===== config.mk =====
export PLATFORM = sky130hd
export DESIGN_NAME = fss_host
export DESIGN_NICKNAME = d
export VERILOG_FILES = /design/src/fss_pkg.sv /design/src/fss_host.sv
export SDC_FILE = /design/constraint.sdc
export NUM_CORES = 1
export LEC_CHECK = 0
export ABC_AREA = 1
export BUFFER_PORTS_ARGS = -buffer_cell sky130_fd_sc_hd__buf_2
export CAP_MARGIN = 20
export CORE_ASPECT_RATIO = 0.6
export CORE_MARGIN = 2
export CORE_UTILIZATION = 55
export CTS_BUF_LIST = sky130_fd_sc_hd__clkbuf_8
export CTS_CLUSTER_DIAMETER = 30
export DETAILED_ROUTE_END_ITERATION = 12
export GPL_ROUTABILITY_DRIVEN = 0
export HOLD_SLACK_MARGIN = 0.1
export PLACE_DENSITY = 0.91
export SLEW_MARGIN = 20
export SYNTH_ARGS = -nofsm -noshare
export SYNTH_HDL_FRONTEND = slang
export SYNTH_SLANG_ARGS = --single-unit

===== constraint.sdc =====
create_clock -name CLK -period 4.34 [get_ports CLK]
set_input_delay 0.217 -clock CLK [delete_from_list [all_inputs] [get_ports CLK]]
set_output_delay 0.217 -clock CLK [all_outputs]
set_load 0.005 [all_outputs]

===== src/fss_pkg.sv =====
// package: command codes, status bit positions and timing for the flash host sequencer
package fss_pkg;
  localparam logic [7:0] CMD_READ_ARRAY   = 8'hFF;
  localparam logic [7:0] CMD_READ_STATUS  = 8'h70;
  localparam logic [7:0] CMD_CLEAR_STATUS = 8'h50;
  localparam logic [7:0] CMD_SUSPEND      = 8'hB0;
  localparam logic [7:0] CMD_RESUME       = 8'hD0;
  localparam logic [7:0] CMD_LOCK_SETUP   = 8'h60;
  localparam logic [7:0] CMD_SET_BLOCK    = 8'h01;
  localparam logic [7:0] CMD_SET_PERM     = 8'hF1;
  localparam logic [7:0] CMD_CLEAR_LOCKS  = 8'hD0;
  localparam int BIT_READY      = 7;
  localparam int BIT_ERASE_SUSP = 6;
  localparam int BIT_ERASE_ERR  = 5;
  localparam int BIT_WRITE_ERR  = 4;
  localparam int BIT_VPP_LOW    = 3;
  localparam int BIT_WRITE_SUSP = 2;
  localparam int BIT_LOCK_VIOL  = 1;
  localparam int AW = 20;
  localparam int DW = 16;
  localparam int CLK_MHZ = 40;
  localparam int BUS_LOW_NS = 100;
  localparam int BUS_CYC = (BUS_LOW_NS * CLK_MHZ + 999) / 1000;
  localparam logic [3:0] BUS_CNT = 4'(BUS_CYC);
  typedef enum logic [2:0] {
    OP_SUSPEND     = 3'b000,
    OP_RESUME      = 3'b001,
    OP_SET_BLOCK   = 3'b010,
    OP_SET_PERM    = 3'b011,
    OP_CLEAR_LOCKS = 3'b100,
    OP_CLEAR_STAT  = 3'b101,
    OP_READ_STAT   = 3'b110,
    OP_READ_ARRAY  = 3'b111
  } fss_op_t;
  typedef enum logic [2:0] {
    ST_IDLE  = 3'b000,
    ST_WLOW  = 3'b001,
    ST_WHIGH = 3'b010,
    ST_RLOW  = 3'b011,
    ST_RHIGH = 3'b100,
    ST_DONE  = 3'b101
  } fss_state_t;
endpackage

===== src/fss_host.sv =====
// host controller issuing suspend, resume, lock and status command cycles to the flash
// Operation
// - suspend then read status, test erase-suspended
// - hold reset deasserted, protect level steady
// - write suspend then read status, check flag
// - avoid rapid repeated resume then suspend
// - lock set is setup then confirm cycle
// - after lock set check write error
// - aborted clear lock-bits must be repeated
// - error flags stay until clear status
`timescale 1ns/100ps
`default_nettype none
module fss_host
  import fss_pkg::*;
(
  // clock and reset
  input  wire logic             CLK,
  input  wire logic             NRST,
  // user command port
  input  wire logic             REQ,
  input  wire fss_pkg::fss_op_t OP,
  input  wire logic [fss_pkg::AW-1:0] ADDR,
  input  wire logic             HOLD_PROTECT,
  output logic                  BUSY,
  output logic                  DONE,
  output logic [7:0]            STATUS,
  output logic                  ERASE_SUSPENDED,
  output logic                  WRITE_SUSPENDED,
  output logic                  ANY_ERROR,
  output logic                  REFUSED,
  // flash pins
  output logic [fss_pkg::AW-1:0] F_ADDR,
  output logic [fss_pkg::DW-1:0] F_DQ_OUT,
  output logic                  F_DQ_OE,
  input  wire logic [fss_pkg::DW-1:0] F_DQ_IN,
  output logic                  F_CE_N,
  output logic                  F_WE_N,
  output logic                  F_OE_N,
  output logic                  F_RESET_N,
  output logic                  F_PROTECT_N,
  input  wire logic             F_READY_BUSY
);
  import fss_pkg::*;

  // ==========================================================
  // reset and pin synchronisers
  logic       rst_s1;
  logic       rst_n;
  logic [7:0] dq_s1;
  logic [7:0] dq_s2;
  logic       rb_s1;
  logic       rb_s2;

  always_ff @(posedge CLK or negedge NRST) begin
    if (!NRST) begin
      rst_s1 <= 1'b0;
      rst_n  <= 1'b0;
    end else begin
      rst_s1 <= 1'b1;
      rst_n  <= rst_s1;
    end
  end

  always_ff @(posedge CLK or negedge rst_n) begin
    if (!rst_n) begin
      dq_s1 <= 8'h00;
      dq_s2 <= 8'h00;
      rb_s1 <= 1'b0;
      rb_s2 <= 1'b0;
    end else begin
      dq_s1 <= F_DQ_IN[7:0];
      dq_s2 <= dq_s1;
      rb_s1 <= F_READY_BUSY;
      rb_s2 <= rb_s1;
    end
  end

  // ==========================================================
  // command sequencing
  fss_state_t state;
  logic [3:0] cnt;
  logic [1:0] cyc;
  logic [1:0] ncyc;
  fss_op_t    op;
  logic [AW-1:0] addr;
  logic [7:0] code0;
  logic [7:0] code1;
  logic       poll;
  logic       accept;
  logic       allowed;

  function automatic logic suspend_ok(input fss_op_t o, input logic es, input logic ws);
    // only status, resume and reads while write suspended; erase suspend also takes suspend
    if (ws)
      return (o == OP_READ_STAT) || (o == OP_RESUME) || (o == OP_READ_ARRAY);
    if (es)
      return (o == OP_READ_STAT) || (o == OP_RESUME) || (o == OP_READ_ARRAY) ||
             (o == OP_SUSPEND);
    return 1'b1;
  endfunction

  assign allowed = suspend_ok(OP, ERASE_SUSPENDED, WRITE_SUSPENDED);
  assign accept  = REQ && (state == ST_IDLE);

  always_ff @(posedge CLK or negedge rst_n) begin
    if (!rst_n) begin
      state <= ST_IDLE;
      cnt   <= 4'h0;
      cyc   <= 2'h0;
      ncyc  <= 2'h0;
      op    <= OP_READ_STAT;
      addr  <= '0;
      code0 <= 8'h00;
      code1 <= 8'h00;
      poll  <= 1'b0;
      DONE  <= 1'b0;
      REFUSED <= 1'b0;
    end else begin
      DONE    <= 1'b0;
      REFUSED <= 1'b0;
      unique case (state)
        ST_IDLE: begin
          if (accept && !allowed) begin
            REFUSED <= 1'b1;
            DONE    <= 1'b1;
          end else if (accept) begin
            op   <= OP;
            addr <= ADDR;
            cyc  <= 2'h0;
            cnt  <= BUS_CNT;
            poll <= 1'b0;
            state <= ST_WLOW;
            unique case (OP)
              OP_SUSPEND: begin
                code0 <= CMD_SUSPEND;
                code1 <= CMD_READ_STATUS;
                ncyc  <= 2'h2;
              end
              OP_RESUME: begin
                code0 <= CMD_RESUME;
                code1 <= CMD_READ_STATUS;
                ncyc  <= 2'h1;
              end
              OP_SET_BLOCK: begin
                code0 <= CMD_LOCK_SETUP;
                code1 <= CMD_SET_BLOCK;
                ncyc  <= 2'h2;
              end
              OP_SET_PERM: begin
                code0 <= CMD_LOCK_SETUP;
                code1 <= CMD_SET_PERM;
                ncyc  <= 2'h2;
              end
              OP_CLEAR_LOCKS: begin
                code0 <= CMD_LOCK_SETUP;
                code1 <= CMD_CLEAR_LOCKS;
                ncyc  <= 2'h2;
              end
              OP_CLEAR_STAT: begin
                code0 <= CMD_CLEAR_STATUS;
                code1 <= CMD_READ_STATUS;
                ncyc  <= 2'h1;
              end
              OP_READ_STAT: begin
                code0 <= CMD_READ_STATUS;
                code1 <= CMD_READ_STATUS;
                ncyc  <= 2'h1;
              end
              OP_READ_ARRAY: begin
                code0 <= CMD_READ_ARRAY;
                code1 <= CMD_READ_ARRAY;
                ncyc  <= 2'h1;
              end
            endcase
          end
        end
        ST_WLOW: begin
          cnt <= cnt - 4'h1;
          if (cnt == 4'h1) begin
            cnt   <= BUS_CNT;
            state <= ST_WHIGH;
          end
        end
        ST_WHIGH: begin
          cnt <= cnt - 4'h1;
          if (cnt == 4'h1) begin
            cnt <= BUS_CNT;
            cyc <= cyc + 2'h1;
            if (cyc + 2'h1 < ncyc)
              state <= ST_WLOW;
            else if (op == OP_READ_ARRAY || op == OP_CLEAR_STAT)
              state <= ST_DONE;
            else
              state <= ST_RLOW;
          end
        end
        ST_RLOW: begin
          cnt <= cnt - 4'h1;
          if (cnt == 4'h1) begin
            cnt   <= BUS_CNT;
            state <= ST_RHIGH;
          end
        end
        ST_RHIGH: begin
          // status latched on falling edge, so strobe high between polls
          cnt <= cnt - 4'h1;
          if (cnt == 4'h1) begin
            cnt  <= BUS_CNT;
            poll <= 1'b1;
            if (STATUS[BIT_READY] && rb_s2 && poll)
              state <= ST_DONE;
            else
              state <= ST_RLOW;
          end
        end
        ST_DONE: begin
          DONE  <= 1'b1;
          state <= ST_IDLE;
        end
        default: state <= ST_IDLE;
      endcase
    end
  end

  // ==========================================================
  // status capture
  always_ff @(posedge CLK or negedge rst_n) begin
    if (!rst_n) begin
      STATUS <= 8'h00;
    end else if (state == ST_RLOW && cnt == 4'h1) begin
      STATUS <= dq_s2;
    end else if (state == ST_DONE && op == OP_CLEAR_STAT) begin
      // only the error flags drop; ready and suspend flags keep their last poll
      STATUS[BIT_ERASE_ERR] <= 1'b0;
      STATUS[BIT_WRITE_ERR] <= 1'b0;
      STATUS[BIT_VPP_LOW]   <= 1'b0;
      STATUS[BIT_LOCK_VIOL] <= 1'b0;
    end
  end

  assign ERASE_SUSPENDED = STATUS[BIT_ERASE_SUSP];
  assign WRITE_SUSPENDED = STATUS[BIT_WRITE_SUSP];
  assign ANY_ERROR = STATUS[BIT_ERASE_ERR] | STATUS[BIT_WRITE_ERR] |
                     STATUS[BIT_VPP_LOW] | STATUS[BIT_LOCK_VIOL];
  assign BUSY = (state != ST_IDLE);

  // ==========================================================
  // pin drive
  logic writing;
  assign writing = (state == ST_WLOW) || (state == ST_WHIGH);

  always_ff @(posedge CLK or negedge rst_n) begin
    if (!rst_n) begin
      F_ADDR      <= '0;
      F_DQ_OUT    <= '0;
      F_DQ_OE     <= 1'b0;
      F_CE_N      <= 1'b1;
      F_WE_N      <= 1'b1;
      F_OE_N      <= 1'b1;
      F_RESET_N   <= 1'b1;
      F_PROTECT_N <= 1'b1;
    end else begin
      F_RESET_N <= 1'b1;
      // protect level frozen while any suspension holds
      if (!HOLD_PROTECT && !ERASE_SUSPENDED && !WRITE_SUSPENDED)
        F_PROTECT_N <= 1'b1;
      else if (HOLD_PROTECT && !ERASE_SUSPENDED && !WRITE_SUSPENDED)
        F_PROTECT_N <= 1'b0;
      F_ADDR   <= addr;
      F_DQ_OUT <= {8'h00, (cyc == 2'h0) ? code0 : code1};
      F_DQ_OE  <= writing;
      F_CE_N   <= !(state == ST_WLOW || state == ST_RLOW);
      F_WE_N   <= !(state == ST_WLOW);
      F_OE_N   <= !(state == ST_RLOW);
    end
  end
  // suspend pacing left to the user; no request queueing here
endmodule
`default_nettype wire


# Word level (Yosys, flattened, before mapping)
# Memory sizes are Yosys's and may differ from the RTL's. A register that Yosys moved wholly into a read port is not among the register bits.
# Cells that the tools add are included.
[totals]
regBits = 96
latchBits = 0
ramBits = 0
rom_bits = 144
in_bits = 44
elab_cells = 126
memories = 1
[mem_list]
columns = ["memory", "words", "word_bits", "read_ports", "rd_clocked_by_memory_dff", "wr", "line_no", "text"]
rows = [
  ["(name not given)", 8, 18, 1, 1, 0, "fss_host.sv:133", "unique case (OP)"],
]
[classes]
add_sub_neg = 2
mul = 0
n_div = 0
order_cmp = 1
eq_ne = 17
shift = 0
n_mux = 39
n_bitwise = 4
n_reduce_logical = 39
[op_table]
columns = ["op", "n"]
rows = [
  ["3-bit 2-to-1 mux", 11],
  ["3-bit equality test, second input constant", 6],
  ["1-bit 2-to-1 mux", 16],
  ["3-bit case mux with 5 select lines", 1],
  ["4-bit 2-to-1 mux", 3],
  ["1-bit logical AND", 10],
  ["2-bit != test, second input constant", 5],
  ["2-bit nonzero test", 5],
  ["1-bit logical NOT", 8],
  ["8-bit 2-to-1 mux", 1],
  ["4-bit case mux with 2 select lines", 1],
  ["4-bit AND reduction", 2],
  ["3-bit by 1-bit equality test with 1-bit output, second input constant", 2],
  ["3-bit by 2-bit equality test with 1-bit output, second input constant", 2],
  ["3-bit logical NOT", 2],
  ["1-bit logical OR", 6],
  ["2-bit 2-to-1 mux", 3],
  ["3-bit AND reduction", 2],
  ["6-bit AND reduction", 1],
  ["4-bit by 1-bit equality test with 1-bit output, second input constant", 1],
  ["1-bit case mux with 2 select lines", 2],
  ["2-bit case mux with 2 select lines", 1],
  ["4-bit OR reduction", 1],
  ["4-bit by 1-bit subtractor with 4-bit output, second input constant", 1],
  ["other kinds (7)", 9],
]

# Logic depth before layout (Yosys ltp)
# Gate-level depths: netlist of run 1.
[logic_depth]
ltp_word = 11
depth_mapped = 11
ltp_nobuf = 10

# Worst setup path before layout of run 1
# Ideal clock, no wire load.
[synth_timing]
path_type = "reg-to-reg"
from = "reg cyc[0]"
to = "reg state[2]"
arrival_time_ns = 1.291
slack_ns = 2.931
path_stages_with_launch = 10
n_path_buf = 0
synth_period_minus_slack_ns = 1.409
cell_sequence = "dfrtp_1 -> inv_1 -> ha_1 -> ha_1 -> nand2_1 -> nand2_1 -> nand3b_1 -> nand2_1 -> nand3_1 -> nand2_1"
[synth_via]
elab_chain_cells = 5
[synth_rtl]
columns = ["element", "line_no", "text"]
rows = [
  ["start, declared", "fss_host.sv:82", "logic [1:0] cyc;"],
  ["start signal, assigned", "fss_host.sv:188", "cyc <= cyc + 2'h1;"],
  ["2-bit by 1-bit adder with 2-bit output", "fss_host.sv:189", "if (cyc + 2'h1 < ncyc)"],
  ["2-bit less-than comparator", "fss_host.sv:189", ""],
  ["3-bit 2-to-1 mux", "fss_host.sv:189", ""],
  ["3-bit 2-to-1 mux", "fss_host.sv:186", "if (cnt == 4'h1) begin"],
  ["3-bit case mux with 5 select lines", "fss_host.sv:121", "unique case (state)"],
  ["end signal, assigned", "fss_host.sv:190", "state <= ST_WLOW;"],
  ["end signal, assigned", "fss_host.sv:192", "state <= ST_DONE;"],
  ["end signal, assigned", "fss_host.sv:194", "state <= ST_RLOW;"],
  ["end, declared", "fss_host.sv:80", "fss_state_t state;"],
]
# No other way between the ends. The select of a mux whose other input is x is not followed.
# A chain may end at the register's enable or synchronous reset.

# Worst setup path in the final report of run 1
[layout_timing]
from = "reg state[0]"
to = "reg code0[6]"
[layout_via]
elab_chain_cells = 5
[layout_rtl]
columns = ["element", "line_no", "text"]
rows = [
  ["start signal, assigned", "fss_host.sv:107", "state <= ST_IDLE;"],
  ["start signal, assigned", "fss_host.sv:132", "state <= ST_WLOW;"],
  ["start signal, assigned", "fss_host.sv:181", "state <= ST_WHIGH;"],
  ["3-bit logical NOT (*)", "fss_host.sv:103, fss_host.sv:121", ""],
  ["1-bit logical AND", "fss_host.sv:103", "assign accept = REQ && (state == ST_IDLE);"],
  ["1-bit logical AND", "fss_host.sv:123", "if (accept && !allowed) begin"],
  ["1-bit inverter (no line)", "--", ""],
  ["3-bit AND reduction (no line) (*)", "--", ""],
  ["end signal, assigned", "fss_host.sv:113", "code0 <= 8'h00;"],
  ["end signal, assigned", "fss_host.sv:135", "code0 <= CMD_SUSPEND;"],
  ["end signal, assigned", "fss_host.sv:140", "code0 <= CMD_RESUME;"],
  ["end, declared", "fss_host.sv:86", "logic [7:0] code0;"],
]
# Mark *: on every way between the ends. The rest lies on a longest branch, timed or not.

==> metrics.yaml, run 1 <==
synth-seq-cells: 105
finalHoldViolations: 0
slew_violations: 0
finalCritPeriodShare_pct: 40.3
clock_path_buffers: 2
vdd_drop_max_mv: 0.422
grtUsageTotal_pct: 23.3
synthTopCellsByArea: "dfrtp_1 (61%), nand2_1 (12%), dfstp_2 (3.9%)"
cts.reportedPaths.clkPinSlew_ns: 0.10
internal_power_w: 0.00204
setup_viol: 0
antenna-diode-count: 0
power.density_mw_per_mm2: 644
fin_cells: 616
grt_pass1_wl_um: 14300
p_leak_nw: 2.67
cp-start-kind: "register"
ys_seq_area_share_pct: 64.5
drc: 0
dpl.cell_count: 569
routed_wl_um: 8670
worstPathCellList: "nor2_4 -> nand2_4 -> nor2_4 -> nand2_4 -> inv_8 -> nand2_1 -> o21ai_0"
synth_async_sr_flop_share_pct: 100
grt_pass1_vias: 2973
grt_max_degree: 80
fin_crit_ns: 1.75
antenna_found_initial: 0
area_delta_synth_final_pct: 22.0
nFillCells: 515
crit_slowest_cell: "dfrtp_1"
htreeDepth: 3
synth_edf_count: 0
p_seq_share_pct: 48.6
avgViaCountPerCell: 4.84
yosysMostFrequentCell: "nand2_1"
syn_avg_cell_area_um2: 10.3
finalPower_w: 0.00321
ant_nets: 0
die-area_mm2: 0.00816
crit_required_ns: 4.63
rsz0062_at_grt: "false"
ys_top_cells_by_count: "nand2_1 (130), dfrtp_1 (99), inv_1 (31), nand3_1 (16), buf_4 (15)"
row_count: 24
crit_path_max_incr_delay_ns: 0.45
wire_per_inst_um: 14.1
cp_top_family: "simple AND/OR/NAND/NOR gates"
first_pass_iters: 5
gr-total-overflow: 0
io_pins: 100
final_layout_size_suffix_gt1_share_pct: 25.6
syn_inst: 395
via_count: 2981
synth_area_mm2: 0.00409
core_area_mm2: 0.00724
synth_area_leader_cell: "dfrtp_1"
pwr-share-clk_pct: 18.5
cap_violations: 0
clock.fmax_mhz: 572
yosys_warnings: 0
final_nets: 561
cts_tree: "built"
relSlewSlack_pct: 35.7
arrival_ns: 2.04
skew_ns: 0.0127
path_buf_inv: 1
cts_made_buffers: 9
clk_latency_ns: 0.38
io_buffers: 82
dp_hpwl_um: 5470
outcome: "complete, no violations"
combPwrFrac_pct: 32.8
dpl_worst_slack_ns: 2.37
fin_setup_tns_ns: 0
hold_class: "in -> async"
setup_ws_ns: 2.59
p_sw_share_pct: 36.4
p_switching_w: 0.00117
synth_top_area_share_pct: 60.6
end_kind: "register"
crit_type: "reg -> reg"
tightestPinTransition_ns: 0.964
crit_fanout: 46
hold_ws_ns: 0.153
die_h_um: 70.8
drt_iter0_drc: 184
synth.distinct_cells: 27
reg2reg_slack_ns: 2.59
synthFlopType: "dfrtp_1"
clk_root_buffer_cell: "clkbuf_8"
die_x_um: 115
cts_num_sinks: 105
start_util_pct: 56.5
-- stage by stage --
stage          area (um^2)  util (%)
2_1_floorplan         4120         -
3_3_place_gp          4480      62.0
3_5_place_dp          4480      62.0
4_1_cts               4990      68.9
5_1_grt               4990      68.9
6_report              4990      68.9
-- placed cells by master, fill, tap and decap left out, types with 5 or more instances in the layout --
cell and count:
a21oi_1 5, nand2_2 12, inv_1 33, conb_1 10
nor2_1 13, o21ai_1 14, o21ai_0 12, ha_1 10
inv_2 5, dlygate4sd3_1 31, dfstp_2 6, nand2_1 130
dfrtp_1 98, nand3_1 16, nand4_1 7, buf_2 82
clkbuf_8 9
-- worst paths after layout --
path                           from       end  cells after the start
setup / recovery           state[0]  code0[6]                      7
hold / removal                 NRST    rst_s1                      2
setup reg to reg           state[0]  code0[6]                      7
hold reg to reg               rb_s1     rb_s2                      0
max in group asynchronous     rst_n    F_CE_N                      1
min in group CLK              OP[2]     op[2]                      3
-- sequential cells by signal (all words and copies together) (netlist names), 2 cells and up --
signal	flops
F_ADDR	20
addr	20
STATUS	8
dq_s1	8
dq_s2	8
F_DQ_OUT	6
code0	5
cnt	4
code1	4
op	3
state	3
cyc	2
ncyc	2
-- cells by family (layout without fill, tap and decap cells) --
family / after synthesis / after routing / synth area share (%)
DFF: 105 / 105 / 64.5
AOI/OAI and AO/OA: 32 / 32 / 4.01
buffers and inverters: 58 / 167 / 8.11
adders and majority gates: 10 / 10 / 3.06
and+or+nand+nor: 188 / 188 / 20.2
other: 2 / 10 / 0.184
-- layout make-up --
type / instances / area [um^2] / share of cell area [%]
clock buffers: 9 / 124 / 2.48
clock inverters: 7 / 70.1 / 1.40
inverters: 37 / 146 / 2.93
multi-input cells: 240 / 1150 / 23.1
flip-flops and latches: 105 / 2640 / 52.9
well taps: 104 / 130 / 2.61
repair buffers: 114 / 728 / 14.6
-- per-layer routing --
layer | vias to the layer above | wire (um) | track usage [%]
met3 | 6 | 598 | 8.65
met2 | 102 | 4330 | 37.7
met5 | - | 0 | 0
met1 | 1450 | 3680 | 29.8
li1 | 1423 | - | -
met4 | 0 | 67 | 6.96
-- power groups by stage --
stage | logic, W | registers, W | clock network [W]
finish | 0.00105 | 0.00156 | 0.000595
global route | 0.00121 | 0.00160 | 0.000652
CTS | 0.00105 | 0.00155 | 0.000608
detailed placement | 0.00102 | 0.00157 | 0
global placement | 0.000954 | 0.00155 | 0
floorplan | 0.000680 | 0.00156 | 0
-- repair_timing --
action | 4_1_cts | 5_1_grt
endpoints found under the setup margin | 0 | 0
gates resized for setup | 0 | 0
hold endpoints to repair | 32 | 0
setup buffers | 0 | 0
hold buffers | 31 | 0
No activity file was read; power rests on OpenSTA's default activity.
==> inputs of run 2 (changes only) <==
==> constraint.sdc (replaced) <==
create_clock -name CLK -period 1.8 [get_ports CLK]
set_input_delay 0.09 -clock CLK [delete_from_list [all_inputs] [get_ports CLK]]
set_output_delay 0.09 -clock CLK [all_outputs]
set_load 0.005 [all_outputs]
==> run 2 against run 1 <==
Against the previous run:
- final cell count increased by 1.1%
- sequential cell count unchanged
- clock power increased by 130%
- sequential share of layout area decreased by 0.85 points
- critical path type is now in -> reg
==> metrics.yaml, run 2 (same netlist as run 1, synthesis figures left out) <==
outcome: "complete, no violations"
ant_nets: 0
cts_made_buffers: 9
final_layout_size_suffix_gt1_share_pct: 26.4
core_area_mm2: 0.00724
worstPathCellList: "dlygate4sd3_1 -> buf_2 -> inv_1 -> ha_1 -> inv_1 -> nand2_1 -> nand2_1 -> nand3_1 -> nand2_4 -> buf_6 -> nand2_1 -> o21ai_1"
final_nets: 568
first_pass_iters: 4
htreeDepth: 3
via_count: 3052
final_common_cell: "nand2_1"
rsz0062_at_grt: "true"
power.density_mw_per_mm2: 1530
antenna-diode-count: 0
drc: 0
clk_latency_ns: 0.38
vdd_drop_max_mv: 0.802
finalCritPeriodShare_pct: 95.5
cap_violations: 0
row_count: 24
die-area_mm2: 0.00816
grt_max_degree: 34
dp_hpwl_um: 5670
finalInstanceArea_mm2: 0.00507
arrival_ns: 2.01
fin_cells: 623
grt_pass1_vias: 3061
nFillCells: 518
setup_viol: 0
grt_pass1_wl_um: 14600
crit_path_frequent_cell: "nand2_1"
dpl.cell_count: 573
finalPower_w: 0.00774
post_dp_cell_area_mm2: 0.00454
biggestRegsByFlops: "F_ADDR (20), addr (20)"
avgViaCountPerCell: 4.90
reg2reg_slack_ns: 0.22
cts.reportedPaths.clkPinSlew_ns: 0.10
crit_fanout: 22
hold_class: "in -> reg"
crit_path_max_incr_delay_ns: 0.52
cp-start-kind: "primary input"
io_pins: 100
area_delta_synth_final_pct: 24.0
cts_setup_buffers: 0
fin_crit_ns: 1.72
antenna_found_initial: 0
routed_wl_um: 8760
clock_path_buffers: 2
gr-total-overflow: 0
die_h_um: 70.8
skew_ns: 0.0126
grtUsageTotal_pct: 23.6
hold_ws_ns: 0.155
cts_tree: "built"
clk_root_buffer_cell: "clkbuf_8"
final_cell_mix: "nand2_1 (130), dfrtp_1 (98), buf_2 (82)"
crit_type: "in -> reg"
clock.fmax_mhz: 581
cts_num_sinks: 105
end_kind: "register"
crit_required_ns: 2.09
die_x_um: 115
drt_iter0_drc: 165
crit_slowest_cell: "dlygate4sd3_1"
wire_per_inst_um: 14.1
slew_violations: 0
start_util_pct: 56.5
io_buffers: 82
p_leak_nw: 2.71
finalHoldViolations: 0
fin_setup_tns_ns: 0
-- run 2: changes by cell type in the layout (fill, tap and decap cells not counted) --
cell           delta
inv_1             -2
buf_12            +2
clkbuf_8          +1
buf_4             +1
clkinv_2          +2
buf_6             +1
inv_6             -1
inv_8             +2
clkinvlp_4        -1
dlygate4sd3_1     +3
bufinv_16         -1
-- run 2: layout make-up --
class	count	area, um^2	area share [%]
Inverter	37	146	2.89
Tap cell	104	130	2.57
Timing Repair Buffer	121	817	16.1
Clock inverter	6	48.8	0.962
Clock buffer	10	138	2.71
Sequential cell	105	2640	52.0
Multi-Input combinational cell	240	1150	22.7
-- run 2: routing by layer --
layer	global-route usage, %	part of all wire, %	vias up
li1	-	-	1447
met1	31.1	44	1476
met2	37.6	48	113
met3	7.63	6.8	16
met4	7.76	1.5	0
met5	0	0	-
-- run 2: worst paths after layout --
kind,start,to,cells after the start
max in group asynchronous,rst_n,F_ADDR[7],1
min in group asynchronous,rst_n,addr[18],0
setup reg to reg,cnt[1],cyc[0],7
hold / removal,OP[1],op[1],3
hold reg to reg,rst_n,addr[18],0
setup / recovery,OP[0],op[0],12
-- run 2: timing repair --
action / CTS / global route
hold buffers: 34 / 0
resized for setup: 0 / 1
endpoints found under the hold margin: 36 / 0
endpoints found under the setup margin: 0 / 15
-- run 2: per-stage QoR --
step	worst slack [ns]	util [%]
5_1_grt	-0.0261	70.1
3_5_place_dp	0.213	62.7
2_1_floorplan	0.0455	-
6_report	0.0802	70.1
4_1_cts	0.0637	70.0
3_3_place_gp	0.267	62.7
-- run 2: critical path: cells and delay by family --
kind | cells | cell delay (ns)
simple gates | 5 | 0.55
fa+ha+maj | 1 | 0.21
compound gates | 1 | 0.12
buf+inv | 5 | 1.05
-- run 2: power breakdown --
part           leakage [nW]  switching [W]  total, W  internal [W]
registers              1.29       0.000475   0.00376       0.00328
logic                  1.33        0.00158   0.00261       0.00103
clock network        0.0965       0.000819   0.00138      0.000560
==> inputs of run 3 (changes only) <==
--- a/config.mk
+++ b/config.mk
@@ -16,7 +16,7 @@
 export DETAILED_ROUTE_END_ITERATION = 12
 export GPL_ROUTABILITY_DRIVEN = 0
 export HOLD_SLACK_MARGIN = 0.1
-export PLACE_DENSITY = 0.91
+export PLACE_DENSITY = 0.82
 export SLEW_MARGIN = 20
 export SYNTH_ARGS = -nofsm -noshare
 export SYNTH_HDL_FRONTEND = slang
==> run 3 against run 2 <==
Against the previous run:
- clock-buffer cell count stayed put
- sequential share of layout area increased by 0.19 points
- clock skew down 0.0032 ns
- register-to-register slack gained 0.04 ns
- hold slack got worse by 0.022 ns
- critical path depth down 3
- first-iteration DRC count down 11%
- combinational power down 3%
- worst setup slack better by 0.18 ns
- cell area shrank 0.37%
- critical endpoint is now state[2]
==> metrics.yaml, run 3 (same netlist as run 1, synthesis figures left out) <==
cts_tree: "built"
end_kind: "register"
cap_violations: 0
drc: 0
whs_endpoint: "op[0]"
area_delta_synth_final_pct: 23.6
p_leak_nw: 2.71
final_common_cell: "nand2_1"
finalCritPeriodShare_pct: 85.7
final_layout_size_suffix_gt1_share_pct: 26.1
wire_per_inst_um: 12.7
grt_pass1_vias: 2835
clock_path_buffers: 2
antenna-diode-count: 0
cp-start-kind: "register"
htreeDepth: 3
power.density_mw_per_mm2: 1510
drt_iter0_drc: 147
core_area_mm2: 0.00724
first_pass_iters: 4
reg2reg_slack_ns: 0.26
crit_required_ns: 2.06
fin_setup_tns_ns: 0
hold_class: "in -> reg"
r2r_end: "state[2]"
die-area_mm2: 0.00816
crit_type: "reg -> reg"
antenna_found_initial: 0
ant_nets: 0
grt_pass1_wl_um: 13200
rsz0062_at_grt: "false"
row_count: 24
final_cell_mix: "nand2_1 (130), dfrtp_1 (98), buf_2 (82)"
io_pins: 100
rr_startpoint: "cyc[0]"
die_h_um: 70.8
outcome: "complete, no violations"
crit_slowest_cell: "dfrtp_1"
clk_root_buffer_cell: "clkbuf_8"
finalHoldViolations: 0
via_count: 2894
biggestRegsByFlops: "F_ADDR (20), addr (20)"
grt_max_degree: 32
grtUsageTotal_pct: 21.1
worstPathCellList: "inv_1 -> ha_1 -> ha_1 -> nand2_1 -> nand2_1 -> nand3b_1 -> nand2_1 -> nand3_1 -> nand2_1"
arrival_ns: 1.81
cts_made_buffers: 9
crit_path_frequent_cell: "nand2_1"
fin_crit_ns: 1.54
setup_viol: 0
skew_ns: 0.00940
clock.fmax_mhz: 648
routed_wl_um: 7900
crit_fanout: 4
crit_path_max_incr_delay_ns: 0.41
cts.reportedPaths.clkPinSlew_ns: 0.09
slew_violations: 0
io_buffers: 82
final_nets: 567
whs_path_depth: 3
gr-total-overflow: 0
vdd_drop_max_mv: 0.811
avgViaCountPerCell: 4.65
finalPower_w: 0.00761
start_util_pct: 56.5
cts_num_sinks: 105
die_x_um: 115
cp_top_family: "adder cells"
clk_latency_ns: 0.37
dp_hpwl_um: 5530
path_buf_inv: 1
hp-start: "OP[0]"
rr_worst_depth: 9
## run 3: changes by cell type in the layout (fill, tap and decap cells not counted), sizes merged
cell	delta
clkinv	-1
inv	+1
dlygate4sd3	-1
## run 3: where the power goes
group / switching, W / internal [W]
registers: 0.000465 / 0.00328
clock network: 0.000775 / 0.000548
logic: 0.00151 / 0.00103
total: 0.00275 / 0.00486
## run 3: worst max path at each step
stage	slack, ns	cells after the start	start	endpoint
2_1_floorplan	0.05	0	rst_n	DONE
3_3_place_gp	0.26	11	OP[1]	addr[19]
3_5_place_dp	0.19	10	OP[1]	code1[7]
4_1_cts	0.25	9	cyc[0]	state[2]
5_1_grt	0.11	7	cnt[1]	cyc[1]
6_report	0.26	9	cyc[0]	state[2]
## run 3: area by class of cell
type                            count  area [um^2]
Sequential cell                   105         2640
Multi-Input combinational cell    240         1150
Inverter                           37          146
Timing Repair Buffer              120          803
Clock buffer                       10          138
Tap cell                          104          130
Clock inverter                      6         43.8
Fill cell                         546         2190
## run 3: stage by stage
step	util, %	hold WS (ns)	setup WS (ns)	instances	cell area [um^2]
floorplan	-	-0.206	0.0455	403	4120
global placement	62.7	-0.125	0.255	573	4540
detailed placement	62.7	-0.124	0.187	573	4540
CTS	69.8	0.109	0.251	622	5050
global route	69.8	0.132	0.106	622	5050
finish	69.8	0.134	0.257	622	5050
## run 3: routing by layer
layer	vias up	GRT usage, %	part of all wire [%]
met5	-	0	0
met4	0	6.83	1.3
met3	11	7.28	6.0
met2	74	32.1	46
met1	1369	29.0	46
li1	1440	-	-
## run 3: what timing repair did
item | CTS | global route
setup buffers | 0 | 0
gates resized for setup | 0 | 0
hold buffers | 33 | 0
endpoints found under the hold margin | 34 | 0
## run 3: tightest hold or removal path: stages
cell and delay (ns):
buf_2 0.12, inv_1 0.11, o21ai_1 0.14
